`config.mk`:
```
export PLATFORM = sky130hd
export DESIGN_NAME = imsfw_top
export DESIGN_NICKNAME = d
export VERILOG_FILES = /design/src/imsfw_top.v
export VERILOG_INCLUDE_DIRS = /design/src
export SDC_FILE = /design/constraint.sdc
export NUM_CORES = 1
export LEC_CHECK = 0
export BUFFER_PORTS_ARGS = -buffer_cell sky130_fd_sc_hd__buf_4
export CORE_MARGIN = 2
export CORE_UTILIZATION = 30
export CTS_CLUSTER_SIZE = 20
export DETAILED_ROUTE_END_ITERATION = 10
export HOLD_SLACK_MARGIN = 0.1
export PLACE_DENSITY_LB_ADDON = 0.08
export SKIP_CTS_REPAIR_TIMING = 1
export SLEW_MARGIN = 20
export SYNTH_ARGS = -nofsm -noshare
export SYNTH_HDL_FRONTEND = slang
export SYNTH_SLANG_ARGS = --single-unit
```
`constraint.sdc`:
```
create_clock -name ref_clk -period 4.3 [get_ports ref_clk]
set_input_delay 0.86 -clock ref_clk [delete_from_list [all_inputs] [get_ports ref_clk]]
set_output_delay 0.86 -clock ref_clk [all_outputs]
set_load 0.05 [all_outputs]
```
`src/imsfw_regs.vh`:
```
// register map, field layout, reset values and timing counts of the mode/flush-wake block
// assumes a 100 MHz ref_clk and a 32-bit AXI4-Lite register bus
`ifndef IMSFW_REGS_VH
`define IMSFW_REGS_VH

// ----------------------------------------------------------------
// register offsets (byte addresses)
// ----------------------------------------------------------------
`define IMSFW_OFF_CTRL        8'h00
`define IMSFW_OFF_CFG         8'h04
`define IMSFW_OFF_STATUS      8'h08
`define IMSFW_OFF_COUNT       8'h0C

// ----------------------------------------------------------------
// control register fields
// ----------------------------------------------------------------
`define IMSFW_CTRL_CMD_LSB    0
`define IMSFW_CTRL_CMD_MSB    7
`define IMSFW_CTRL_GO_BIT     8
`define IMSFW_CTRL_ENUM_BIT   9
`define IMSFW_CTRL_FSRST_BIT  10
`define IMSFW_CTRL_PD_BIT     11
`define IMSFW_CTRL_SUSP_BIT   12
`define IMSFW_CTRL_RESET      32'h00000000

// ----------------------------------------------------------------
// configuration memory word layout
// ----------------------------------------------------------------
`define IMSFW_CFG_MODE_LSB    0
`define IMSFW_CFG_MODE_MSB    2
`define IMSFW_CFG_DRV_LSB     4
`define IMSFW_CFG_DRV_MSB     5
`define IMSFW_CFG_SLEW_BIT    6
`define IMSFW_CFG_SCHM_BIT    7

// ----------------------------------------------------------------
// base mode codes held in configuration memory
// ----------------------------------------------------------------
`define IMSFW_BASE_UART       3'h0
`define IMSFW_BASE_AFIFO      3'h1
`define IMSFW_BASE_CPUFIFO    3'h2
`define IMSFW_BASE_HDSER      3'h3
`define IMSFW_BASE_FSER       3'h4

// ----------------------------------------------------------------
// host bit-mode command values
// ----------------------------------------------------------------
`define IMSFW_CMD_RESET       8'h00
`define IMSFW_CMD_ABB         8'h01
`define IMSFW_CMD_SERENG      8'h02
`define IMSFW_CMD_SBB         8'h04
`define IMSFW_CMD_SFIFO       8'h40

// ----------------------------------------------------------------
// operating mode codes reported in status
// ----------------------------------------------------------------
`define IMSFW_OP_UART         4'h0
`define IMSFW_OP_AFIFO        4'h1
`define IMSFW_OP_CPUFIFO      4'h2
`define IMSFW_OP_HDSER        4'h3
`define IMSFW_OP_FSER         4'h4
`define IMSFW_OP_ABB          4'h5
`define IMSFW_OP_SBB          4'h6
`define IMSFW_OP_SERENG       4'h7
`define IMSFW_OP_SFIFO        4'h8

// ----------------------------------------------------------------
// status register fields
// ----------------------------------------------------------------
`define IMSFW_ST_MODE_LSB     0
`define IMSFW_ST_MODE_MSB     3
`define IMSFW_ST_LOADED_BIT   4
`define IMSFW_ST_FLUSH_BIT    5
`define IMSFW_ST_WAKE_BIT     6
`define IMSFW_ST_LOW_BIT      7

// ----------------------------------------------------------------
// timing
// ----------------------------------------------------------------
`define IMSFW_CLK_HZ          100000000
`define IMSFW_WAKE_MS         20
`define IMSFW_WAKE_CYC        (`IMSFW_CLK_HZ / 1000 * `IMSFW_WAKE_MS)
`define IMSFW_FLUSH_NS        250
`define IMSFW_FLUSH_CYC       ((`IMSFW_FLUSH_NS * 100 + 999) / 1000)

`endif

```
`src/imsfw_top.v`:
```
// interface mode selection with send-immediate / wake-up input handling
// assumes cfg_valid pulses once per reset with the configuration word, and
// flush_wake_n / modem_call_indicator_n arrive asynchronously from pins
// data_held comes from logic on ref_clk
`timescale 1ns/1ps
`include "imsfw_regs.vh"

module imsfw_top #(
    parameter WAKE_CYC = `IMSFW_WAKE_CYC
) (
    input  wire        ref_clk,
    input  wire        resetn,

    input  wire [31:0] s_axi_awaddr,
    input  wire        s_axi_awvalid,
    output wire        s_axi_awready,
    input  wire [31:0] s_axi_wdata,
    input  wire [3:0]  s_axi_wstrb,
    input  wire        s_axi_wvalid,
    output wire        s_axi_wready,
    output reg  [1:0]  s_axi_bresp,
    output reg         s_axi_bvalid,
    input  wire        s_axi_bready,

    input  wire [31:0] s_axi_araddr,
    input  wire        s_axi_arvalid,
    output wire        s_axi_arready,
    output reg  [31:0] s_axi_rdata,
    output reg  [1:0]  s_axi_rresp,
    output reg         s_axi_rvalid,
    input  wire        s_axi_rready,

    input  wire [7:0]  cfg_word,
    input  wire        cfg_valid,
    input  wire        flush_wake_n,
    input  wire        modem_call_indicator_n,
    input  wire        data_held,

    output reg         short_packet_req,
    output reg         remote_wake_req,
    output reg  [3:0]  op_mode,
    output reg  [1:0]  io_drive_sel,
    output reg         io_slow_slew,
    output reg         io_schmitt_en,
    output reg         fast_serial_rst
);

    // ----------------------------------------------------------------
    // state
    // ----------------------------------------------------------------
    // flush length kept for reference only: a flush acts on the edge
    localparam [31:0] FLUSH_CYC = `IMSFW_FLUSH_CYC;
    localparam [31:0] WAKE_LEN  = WAKE_CYC;
    localparam [31:0] CTRL_RST  = `IMSFW_CTRL_RESET;

    // registers and mode state
    reg  [31:0] ctrl_reg;
    reg  [7:0]  cfg_reg;
    reg         loaded_reg;
    reg  [2:0]  base_reg;
    reg  [3:0]  op_next;

    // pin synchronisers and edge history
    reg  [1:0]  fw_sync_reg;
    reg  [1:0]  ri_sync_reg;
    reg         fw_prev_reg;
    reg         ri_prev_reg;

    // low-time count and event flags
    reg  [31:0] low_cnt_reg;
    reg         wake_done_reg;
    reg         flush_sticky_reg;
    reg         wake_sticky_reg;
    reg  [31:0] flush_count_reg;

    // write halves held until both are in
    reg         aw_held_reg;
    reg         w_held_reg;
    reg  [31:0] awaddr_reg;
    reg  [31:0] wdata_reg;
    reg  [3:0]  wstrb_reg;

    // levels and edges seen after the second flop
    wire fw_level    = fw_sync_reg[1];
    wire ri_level    = ri_sync_reg[1];
    wire fw_fall     = fw_prev_reg & ~fw_level;
    wire ri_fall     = ri_prev_reg & ~ri_level;

    wire pd_en       = ctrl_reg[`IMSFW_CTRL_PD_BIT];
    wire suspended   = ctrl_reg[`IMSFW_CTRL_SUSP_BIT];

    // fifo modes and both bit-bang modes accept the input
    wire fw_allowed  = (op_mode == `IMSFW_OP_AFIFO) | (op_mode == `IMSFW_OP_CPUFIFO) |
                       (op_mode == `IMSFW_OP_SFIFO) | (op_mode == `IMSFW_OP_ABB) |
                       (op_mode == `IMSFW_OP_SBB);
    wire wake_hit    = fw_allowed & ~fw_level & ~wake_done_reg &
                       (low_cnt_reg == WAKE_LEN - 32'h00000001);

    // ----------------------------------------------------------------
    // input synchronisers
    // ----------------------------------------------------------------
    // history resets to the idle high level, so no false edge follows reset
    always @(posedge ref_clk) begin
        if (!resetn) begin
            fw_sync_reg <= 2'h3;
            ri_sync_reg <= 2'h3;
            fw_prev_reg <= 1'b1;
            ri_prev_reg <= 1'b1;
        end else begin
            fw_sync_reg <= {fw_sync_reg[0], flush_wake_n};
            ri_sync_reg <= {ri_sync_reg[0], modem_call_indicator_n};
            fw_prev_reg <= fw_level;
            ri_prev_reg <= ri_level;
        end
    end

    // ----------------------------------------------------------------
    // configuration load and mode selection
    // ----------------------------------------------------------------
    // host command only acts after enumeration; fast serial cannot be left or
    // entered from the host, only its controller reset
    always @* begin
        op_next = op_mode;
        if (ctrl_reg[`IMSFW_CTRL_GO_BIT] && ctrl_reg[`IMSFW_CTRL_ENUM_BIT] &&
            base_reg != `IMSFW_BASE_FSER) begin
            // codes outside the table leave the mode alone
            case (ctrl_reg[`IMSFW_CTRL_CMD_MSB:`IMSFW_CTRL_CMD_LSB])
                `IMSFW_CMD_RESET:  op_next = {1'b0, base_reg};
                `IMSFW_CMD_ABB:    op_next = `IMSFW_OP_ABB;
                `IMSFW_CMD_SBB:    op_next = `IMSFW_OP_SBB;
                `IMSFW_CMD_SERENG: op_next = `IMSFW_OP_SERENG;
                `IMSFW_CMD_SFIFO: begin
                    if (base_reg == `IMSFW_BASE_AFIFO)
                        op_next = `IMSFW_OP_SFIFO;
                end
                default:           op_next = op_mode;
            endcase
        end
    end

    always @(posedge ref_clk) begin
        if (!resetn) begin
            base_reg      <= `IMSFW_BASE_UART;
            op_mode       <= `IMSFW_OP_UART;
            loaded_reg    <= 1'b0;
            cfg_reg       <= 8'h00;
            io_drive_sel  <= 2'h0;
            io_slow_slew  <= 1'b0;
            io_schmitt_en <= 1'b0;
        end else if (cfg_valid && !loaded_reg) begin
            loaded_reg    <= 1'b1;
            cfg_reg       <= cfg_word;
            // unknown base codes keep uart
            if (cfg_word[`IMSFW_CFG_MODE_MSB:`IMSFW_CFG_MODE_LSB] <= `IMSFW_BASE_FSER) begin
                base_reg <= cfg_word[`IMSFW_CFG_MODE_MSB:`IMSFW_CFG_MODE_LSB];
                op_mode  <= {1'b0, cfg_word[`IMSFW_CFG_MODE_MSB:`IMSFW_CFG_MODE_LSB]};
            end
            io_drive_sel  <= cfg_word[`IMSFW_CFG_DRV_MSB:`IMSFW_CFG_DRV_LSB];
            io_slow_slew  <= cfg_word[`IMSFW_CFG_SLEW_BIT];
            io_schmitt_en <= cfg_word[`IMSFW_CFG_SCHM_BIT];
        end else if (loaded_reg) begin
            op_mode <= op_next;
        end
    end

    // ----------------------------------------------------------------
    // flush / wake detection
    // ----------------------------------------------------------------
    // flush fires on the falling edge itself, so a wake pulse with data_held set also flushes first
    always @(posedge ref_clk) begin
        if (!resetn) begin
            low_cnt_reg      <= 32'h00000000;
            wake_done_reg    <= 1'b0;
            short_packet_req <= 1'b0;
            remote_wake_req  <= 1'b0;
            flush_count_reg  <= 32'h00000000;
        end else begin
            short_packet_req <= 1'b0;
            remote_wake_req  <= 1'b0;

            // the count freezes once a wake is seen: one wake per low period
            if (fw_level) begin
                low_cnt_reg   <= 32'h00000000;
                wake_done_reg <= 1'b0;
            end else if (!wake_done_reg) begin
                low_cnt_reg <= low_cnt_reg + 32'h00000001;
            end

            if (fw_allowed && fw_fall && data_held) begin
                short_packet_req <= 1'b1;
                flush_count_reg  <= flush_count_reg + 32'h00000001;
            end

            if (wake_hit) begin
                wake_done_reg <= 1'b1;
                if (suspended && !pd_en)
                    remote_wake_req <= 1'b1;
            end

            if (op_mode == `IMSFW_OP_UART && ri_fall && suspended)
                remote_wake_req <= 1'b1;
        end
    end

    // ----------------------------------------------------------------
    // axi4-lite slave
    // ----------------------------------------------------------------
    // a channel is refused while its word is held or a response waits
    assign s_axi_awready = ~aw_held_reg & ~s_axi_bvalid;
    assign s_axi_wready  = ~w_held_reg & ~s_axi_bvalid;
    assign s_axi_arready = ~s_axi_rvalid;

    // a held word is used ahead of the live bus
    wire        aw_ok   = aw_held_reg | s_axi_awvalid;
    wire        w_ok    = w_held_reg | s_axi_wvalid;
    wire [31:0] wa      = aw_held_reg ? awaddr_reg : s_axi_awaddr;
    wire [31:0] wd      = w_held_reg ? wdata_reg : s_axi_wdata;
    wire [3:0]  ws      = w_held_reg ? wstrb_reg : s_axi_wstrb;

    wire        do_wr   = aw_ok & w_ok & ~s_axi_bvalid;
    wire        wr_ctrl = wa[7:0] == `IMSFW_OFF_CTRL;
    wire        wr_stat = wa[7:0] == `IMSFW_OFF_STATUS;
    wire        wr_hit  = (wa[31:8] == 24'h000000) & (wr_ctrl | wr_stat);

    // write-one-to-clear on the status flags; a new event wins over the clear
    wire clr_flush = do_wr & wr_hit & wr_stat & ws[0] & wd[`IMSFW_ST_FLUSH_BIT];
    wire clr_wake  = do_wr & wr_hit & wr_stat & ws[0] & wd[`IMSFW_ST_WAKE_BIT];

    // pin low, wake, flush, loaded, mode
    wire [31:0] status_word = {24'h000000, ~fw_level, wake_sticky_reg, flush_sticky_reg,
                               loaded_reg, op_mode};

    // control register, one process per byte lane
    genvar gi;
    generate
        for (gi = 0; gi < 4; gi = gi + 1) begin : g_lane
            always @(posedge ref_clk) begin
                if (!resetn)
                    ctrl_reg[gi*8 +: 8] <= CTRL_RST[gi*8 +: 8];
                else if (do_wr && wr_hit && wr_ctrl && ws[gi])
                    ctrl_reg[gi*8 +: 8] <= wd[gi*8 +: 8];
                else if (gi == 1)
                    ctrl_reg[gi*8 +: 1] <= 1'b0; // go bit self-clears after one cycle
            end
        end
    endgenerate

    always @(posedge ref_clk) begin
        if (!resetn) begin
            aw_held_reg      <= 1'b0;
            w_held_reg       <= 1'b0;
            awaddr_reg       <= 32'h00000000;
            wdata_reg        <= 32'h00000000;
            wstrb_reg        <= 4'h0;
            s_axi_bvalid     <= 1'b0;
            s_axi_bresp      <= 2'h0;
            s_axi_rvalid     <= 1'b0;
            s_axi_rresp      <= 2'h0;
            s_axi_rdata      <= 32'h00000000;
            flush_sticky_reg <= 1'b0;
            wake_sticky_reg  <= 1'b0;
            fast_serial_rst  <= 1'b0;
        end else begin
            // aw and w come in either order; each waits for the other
            if (do_wr) begin
                aw_held_reg  <= 1'b0;
                w_held_reg   <= 1'b0;
                s_axi_bvalid <= 1'b1;
                s_axi_bresp  <= wr_hit ? 2'h0 : 2'h2;
            end else begin
                if (s_axi_awvalid && s_axi_awready) begin
                    aw_held_reg <= 1'b1;
                    awaddr_reg  <= s_axi_awaddr;
                end
                if (s_axi_wvalid && s_axi_wready) begin
                    w_held_reg <= 1'b1;
                    wdata_reg  <= s_axi_wdata;
                    wstrb_reg  <= s_axi_wstrb;
                end
                if (s_axi_bvalid && s_axi_bready)
                    s_axi_bvalid <= 1'b0;
            end

            // one-cycle controller reset, only meaningful in fast serial mode
            fast_serial_rst <= do_wr & wr_hit & wr_ctrl & ws[1] &
                               wd[`IMSFW_CTRL_FSRST_BIT] &
                               (op_mode == `IMSFW_OP_FSER);

            if (short_packet_req)
                flush_sticky_reg <= 1'b1;
            else if (clr_flush)
                flush_sticky_reg <= 1'b0;

            if (remote_wake_req)
                wake_sticky_reg <= 1'b1;
            else if (clr_wake)
                wake_sticky_reg <= 1'b0;

            if (s_axi_arvalid && s_axi_arready) begin
                s_axi_rvalid <= 1'b1;
                s_axi_rresp  <= 2'h0;
                if (s_axi_araddr[31:8] != 24'h000000) begin
                    s_axi_rdata <= 32'h00000000;
                    s_axi_rresp <= 2'h2;
                end else begin
                    // offsets outside the map answer with slverr
                    case (s_axi_araddr[7:0])
                        `IMSFW_OFF_CTRL:   s_axi_rdata <= ctrl_reg;
                        `IMSFW_OFF_CFG:    s_axi_rdata <= {24'h000000, cfg_reg};
                        `IMSFW_OFF_STATUS: s_axi_rdata <= status_word;
                        `IMSFW_OFF_COUNT:  s_axi_rdata <= flush_count_reg;
                        default: begin
                            s_axi_rdata <= 32'h00000000;
                            s_axi_rresp <= 2'h2;
                        end
                    endcase
                end
            end else if (s_axi_rvalid && s_axi_rready) begin
                s_axi_rvalid <= 1'b0;
            end
        end
    end

endmodule

```
==> flow_summary_export.csv, run 1 <==
group,metric,value,unit
timing,fmax,0.391,GHz
final_layout,antenna_cells,0,
worst_setup_path,path_cells,"or4b_1, o22a_1, a211oi_4, nand4_4, mux2i_1",
logic_synthesis,yosys_most_used_dff,"dfxtp_1",
routing,wl_per_cell,16.7,um
final_layout,utilization,38.1,%
flow_run,cap_violations,0,
clock_network,clock_latency,0.55,ns
routing,drt.antenna.violating_nets,0,
logic_synthesis,ys_seq_area_share,44.7,%
place,gp_congestion,0.762,
routing,route.met3.wl,1780,um
clock_network,htree_levels,1,
timing,rsz0062_at_grt,"no",
routing,wl_met1,14600,um
final_layout,nets,1468,
place,pre_cts_ws,1.31,ns
hold_path,whs_endpoint,"fw_sync_reg[1]",
place,dpl-instance-area,11900,um2
timing,period_share,59.5,%
pwr,power_leakage,0.00502,uW
worst_setup_path,rr_worst_depth,5,
clock_network,clkTransAtPathRegs,0.06,ns
floorplanning,dieArea,35800,um2
global_routing,grt-ovfl-total,0,
worst_setup_path,crit_type,"reg -> reg",
floorplanning,coreArea,33600,um2
final_layout,final_cell_mix,"255 x nand2_1, 229 x dfxtp_1, 185 x buf_4",
worst_setup_path,cp.required,4.74,ns
timing,setup_violations,0,
logic_synthesis,synth_cell_type_count,58,
final_layout,final_area,12800,um2
global_routing,antenna_found_initial,0,
hold_path,hold_depth,1,
worst_setup_path,cp_slowest_cell,"dfxtp_1",
clock_network,tritoncts,"built",
routing,dr.pass1.iters,4,
clock_network,numCtsBuffers,28,
outcome,status,"finished, final reports clean",
global_routing,grt_max_degree,71,
global_routing,grt_pass1_wl,48400,um
routing,drt_iter0_markers,427,
floorplanning,row_count,67,
clock_network,root_buffer,"clkbuf_16",
pwr,p_per_area,381,nW/um2
floorplanning,start_util,30.6,%
timing,worst_pin_slew,0.884,ns
routing,drc,0,
timing,final_max_slew_viol_count,0,
routing,wl_met2,13500,um
timing,period_minus_slack,2.56,ns
timing,fin_ws,1.74,ns
pwr,ir_drop,0.278,mV
final_layout,mostFrequentLayoutCell,"nand2_1",
logic_synthesis,synth_cells,1214,
routing,wl,30300,um
timing,finalHoldViolCount,0,
clock_network,clock-sinks,230,
logic_synthesis,synth_seq_cells,230,
floorplanning,die_height,189,um
timing,clock_skew,0.0291,ns
routing,via_per_inst,4.92,
worst_setup_path,cp_max_fo,13,
routing,via_count,8914,
worst_setup_path,rrSetupSlack,1.74,ns
worst_setup_path,max_stage_delay,0.65,ns
worst_setup_path,worstSetupStartpointType,"flip-flop",
global_routing,grt_pass1_vias,8540,
logic_synthesis,synth_edf_count,0,
logic_synthesis,yosys_warnings,0,
hold_path,hold_start,"fw_sync_reg[0]",
global_routing,track_usage,16.7,%
place,dp_hpwl,20800,um
logic_synthesis,syn_avg_cell_area,8.48,um2
timing,slew_headroom,40.9,%
logic_synthesis,syn_area,10300,um2
place,portBuffers,168,
worst_setup_path,cp-end-kind,"flip-flop",
routing,top_layer,"met4",
clock_network,clock_tree.buffer_depth,3,
worst_setup_path,r2r-start,"aw_held_reg",
final_layout,area_growth,24.4,%
timing,tns,0,ns
final_layout,final_cell_count_no_fill,1812,
floorplanning,ioPinCount,171,
floorplanning,die_w,189,um
worst_setup_path,cp.arrival,2.99,ns
logic_synthesis,ys_async_sr_fraction,0,%
final_layout,drive_gt1_share,20.3,%
place,placedCellCount,1765,
worst_setup_path,reg2reg_to,"ctrl_reg[26]",
hold_path,hp-class,"reg -> reg",
stage by stage:
step                power, uW  hold slack (ns)
global placement         2720            0.409
CTS                      4960            0.424
floorplan                2520            0.386
detailed placement       2720            0.410
global route             5100            0.434
finish                   4870            0.415
cell type report:
| cell class | instances | area [um2] |
|---|---|---|
| clock buffers | 43 | 827 |
| clock inverters | 4 | 31.3 |
| fillers | 3477 | 20800 |
| inverters | 11 | 43.8 |
| multi-input cells | 891 | 5340 |
| flip-flops and latches | 230 | 4610 |
| well taps | 448 | 561 |
| repair buffers | 185 | 1390 |
report_power, final:
part	switching (uW)	internal, uW
Combinational	264	184
Clock	900	1310
Sequential	35.7	2180
synthesized netlist by cell type, drive strengths merged (2+ instances only):
| cell | count | area share (%) |
|---|---|---|
| and3b | 4 | 0.34 |
| a22o | 40 | 3.4 |
| nand3b | 3 | 0.22 |
| o31ai | 2 | 0.15 |
| o21ai | 22 | 1.1 |
| a22oi | 24 | 1.8 |
| o41ai | 2 | 0.35 |
| xnor2 | 19 | 1.6 |
| inv | 11 | 0.40 |
| mux2i | 41 | 4.0 |
| xor2 | 40 | 3.4 |
| nand2 | 255 | 9.3 |
| buf | 13 | 0.67 |
| and4 | 8 | 0.68 |
| o2111ai | 2 | 0.17 |
| nand3 | 20 | 0.97 |
| and3 | 18 | 1.1 |
| or4 | 4 | 0.29 |
| and2 | 10 | 0.61 |
| o221ai | 3 | 0.26 |
| ha | 2 | 0.24 |
| nand2b | 11 | 0.67 |
| or2 | 3 | 0.18 |
| or3 | 8 | 0.49 |
| mux2 | 32 | 3.5 |
| dfxtp | 230 | 45 |
| a211oi | 3 | 0.34 |
| nor3 | 18 | 0.92 |
| a21oi | 102 | 5.0 |
| clkbuf | 70 | 2.6 |
| o221a | 2 | 0.22 |
| nor2 | 105 | 3.8 |
| a21boi | 2 | 0.15 |
| nor4 | 25 | 1.8 |
| nand4 | 39 | 3.0 |
| nor2b | 4 | 0.24 |
| nor4b | 5 | 0.49 |
worst max path at each step:
stage                            end        startpoint  slack [ns]
floorplan           flush_sticky_reg  s_axi_awaddr[27]        1.71
global placement      s_axi_rdata[6]   s_axi_araddr[1]        1.31
finish                  ctrl_reg[26]       aw_held_reg        1.74
detailed placement    s_axi_rdata[6]   s_axi_araddr[1]        1.31
CTS                     ctrl_reg[26]       aw_held_reg        1.67
global route            ctrl_reg[28]       aw_held_reg        1.51
cell families (layout without fill, tap and decap cells):
group	count (synthesis)	in the layout	share of synthesized area, %
xor+xnor	59	59	5.02
other cells	1	2	0.0364
buf+inv	94	243	3.62
simple gates	542	542	25.3
flops	230	230	44.7
compound gates	212	212	13.4
mux	73	73	7.49
fa+ha+maj	3	3	0.340
critical path: cells and delay by family (launching register included):
family | cells | cell delay [ns]
AO/OA/AOI/OAI | 2 | 0.76
flip-flops | 1 | 0.65
multiplexers | 1 | 0.21
AND/OR/NAND/NOR | 2 | 0.84
per-layer routing:
layer,vias to the layer above,track usage [%]
met2,188,26.6
met1,4210,23.2
met5,-,0
met4,0,3.79
met3,27,3.50
li1,4489,-
Power figures use the tool's default switching activity.
==> run 2: changes to the inputs <==
--- a/config.mk
+++ b/config.mk
@@ -6,6 +6,7 @@
 export SDC_FILE = /design/constraint.sdc
 export NUM_CORES = 1
 export LEC_CHECK = 0
+export ABC_AREA = 1
 export BUFFER_PORTS_ARGS = -buffer_cell sky130_fd_sc_hd__buf_4
 export CORE_MARGIN = 2
 export CORE_UTILIZATION = 30
==> constraint.sdc (replaced) <==
create_clock -name ref_clk -period 2.4 [get_ports ref_clk]
set_input_delay 0.48 -clock ref_clk [delete_from_list [all_inputs] [get_ports ref_clk]]
set_output_delay 0.48 -clock ref_clk [all_outputs]
set_load 0.05 [all_outputs]
==> flow_summary_export.csv, run 2 <==
group,metric,value,unit
place,pre_cts_ws,0.247,ns
pwr,power_leakage,0.00562,uW
timing,worst_pin_slew,0.707,ns
worst_setup_path,r2r-start,"aw_held_reg",
worst_setup_path,cp.arrival,2.58,ns
timing,fin_ws,0.254,ns
final_layout,fillers,4025,
place,gp_congestion,0.834,
floorplanning,die_w,197,um
place,dp_hpwl,25900,um
global_routing,grt_pass1_vias,10300,
worst_setup_path,cp-end-kind,"flip-flop",
logic_synthesis,yosys_most_used_dff,"dfxtp_1",
timing,clock_skew,0.0166,ns
clock_network,clkTransAtPathRegs,0.06,ns
hold_path,hp-class,"in -> reg",
place,placedCellCount,2286,
timing,final_max_slew_viol_count,0,
outcome,status,"finished, final reports clean",
worst_setup_path,rr_worst_depth,10,
clock_network,clock_tree.buffer_depth,3,
global_routing,grt-ovfl-total,0,
timing,finalHoldViolCount,0,
timing,rsz0062_at_grt,"no",
floorplanning,row_count,70,
pwr,ir_drop,0.545,mV
routing,via_per_inst,4.65,
routing,via_count,10900,
logic_synthesis,ys_top_cells_by_count,"378 x nand2_1, 230 x dfxtp_1, 227 x nor2_1",
timing,tns,0,ns
routing,wl,35000,um
floorplanning,dieArea,38900,um2
clock_network,root_buffer,"clkbuf_16",
logic_synthesis,post-synth-top-count-cell,"nand2_1",
pwr,p_sw,2370,uW
hold_path,hold_start,"modem_call_indicator_n",
logic_synthesis,yosysTopAreaCellShare,41.1,%
final_layout,final_cell_count_no_fill,2340,
timing,slew_headroom,52.8,%
floorplanning,start_util,30.5,%
timing,fmax,0.466,GHz
worst_setup_path,reg2reg_to,"fast_serial_rst",
place,dpl-instance-area,13000,um2
clock_network,clock-sinks,230,
pwr,p_total,9160,uW
worst_setup_path,cp_max_fo,12,
floorplanning,die_height,197,um
clock_network,clock_latency,0.55,ns
logic_synthesis,synth_cells,1692,
logic_synthesis,syn_avg_cell_area,6.62,um2
floorplanning,ioPinCount,171,
final_layout,mostFrequentLayoutCell,"nand2_1",
pwr,switching_share,25.9,%
pwr,p_per_area,657,nW/um2
clock_network,tritoncts,"built",
clock_network,numCtsBuffers,29,
global_routing,track_usage,17.8,%
floorplanning,coreArea,36700,um2
global_routing,grt_pass1_wl,55500,um
pwr,p_seq_share,43.8,%
logic_synthesis,synth.area.top_cells,"dfxtp_1 41%, nand2_1 13%, nor2_1 7.6%",
hold_path,hold_depth,2,
global_routing,grt_max_degree,116,
pwr,p_int,6780,uW
timing,setup_violations,0,
routing,wl_per_cell,14.9,um
timing,period_minus_slack,2.15,ns
flow_run,cap_violations,0,
final_layout,area_growth,24.4,%
routing,drt.antenna.violating_nets,0,
worst_setup_path,cp.required,2.84,ns
logic_synthesis,synth_cell_type_count,41,
routing,drt_iter0_markers,602,
timing,period_share,89.4,%
worst_setup_path,rrSetupSlack,0.25,ns
final_layout,final_area,13900,um2
logic_synthesis,ys_seq_area_share,41.1,%
place,portBuffers,168,
final_layout,final_cell_mix,"378 x nand2_1, 230 x dfxtp_1, 226 x nor2_1",
final_layout,antenna_cells,0,
worst_setup_path,crit_type,"reg -> reg",
worst_setup_path,worstSetupStartpointType,"flip-flop",
pwr,p_comb_share,10.5,%
logic_synthesis,ys_async_sr_fraction,0,%
routing,dr.pass1.iters,5,
logic_synthesis,yosys.area.top_type,"dfxtp_1",
pwr,p_clk_share,45.7,%
hold_path,whs_endpoint,"ri_sync_reg[0]",
global_routing,antenna_found_initial,0,
clock_network,htree_levels,1,
logic_synthesis,syn_area,11200,um2
logic_synthesis,yosys_warnings,0,
final_layout,drive_gt1_share,14.5,%
logic_synthesis,synth_edf_count,0,
final_layout,nets,1970,
routing,drc,0,
logic_synthesis,synth_seq_cells,230,
run 2: changes by cell type after synthesis, sizes merged, moves of 30 or more:
cell   before  now
nor3       18   60
nand3      20   50
mux2i      41    0
inv        11  228
nand2     255  383
nor2      105  237
o21ai      22  163
a22o       40    0
a21oi     102  154
mux2       32    0
run 2: cell type report:
class,count,area (um2),share of cell area [%]
Tap cell,468,586,4.20
Inverter,229,867,6.22
Timing Repair Buffer,196,1550,11.1
Clock inverter,6,36.3,0.260
Multi-Input combinational cell,1163,5420,38.9
Sequential cell,230,4600,33.0
Clock buffer,48,877,6.29
run 2: through the flow:
step / util (%) / hold slack, ns
final: 38.0 / 0.121
after global routing: 38.0 / 0.100
after CTS: 38.0 / 0.0953
after detailed placement: 35.5 / 0.399
after global placement: 35.5 / 0.400
after floorplan: - / 0.392
run 2: power groups by stage:
stage          registers (uW)  logic [uW]  clock network (uW)
2_1_floorplan            4120         538                   0
3_3_place_gp             4100         970                   0
3_5_place_dp             4100         971                   0
4_1_cts                  4010         974                4320
5_1_grt                  4030        1090                4460
6_report                 4010         962                4180
run 2: kinds of logic (layout without fill, tap and decap cells):
| logic type | count (synthesis) | count (layout) | share of synthesized area (%) |
|---|---|---|---|
| compound gates | 355 | 355 | 16.5 |
| buf+inv | 300 | 479 | 10.7 |
| other cells | 1 | 2 | 0.0335 |
| fa+ha+maj | 2 | 2 | 0.223 |
| xor+xnor | 12 | 12 | 0.938 |
| simple gates | 792 | 792 | 30.5 |
| flops | 230 | 230 | 41.1 |
run 2: worst max-delay path by stage:
| stage | end | cells after the start | startpoint |
|---|---|---|---|
| finish | fast_serial_rst | 10 | aw_held_reg |
| global route | fast_serial_rst | 10 | aw_held_reg |
| CTS | fast_serial_rst | 10 | aw_held_reg |
| detailed placement | fast_serial_rst | 10 | aw_held_reg |
| global placement | fast_serial_rst | 10 | aw_held_reg |
| floorplan | awaddr_reg[18] | 7 | aw_held_reg |
run 2: layer usage:
metal | vias up | track usage, % | part of all wire, %
li1 | 5746 | - | -
met1 | 4871 | 26.3 | 51
met2 | 229 | 27.0 | 42
met3 | 46 | 2.58 | 4.9
met4 | 0 | 4.32 | 2.0
met5 | - | 0 | 0
run 2: worst max-delay path, stage by stage, from the launching register on:
cell and delay, ns:
dfxtp_1 0.40, buf_4 0.23, nor2_1 0.15, inv_1 0.05, nor2_1 0.14, nand2_1 0.07, nand2_1 0.09, nand2_1 0.09
nor2_4 0.20, nand4_1 0.30, nor3_1 0.31
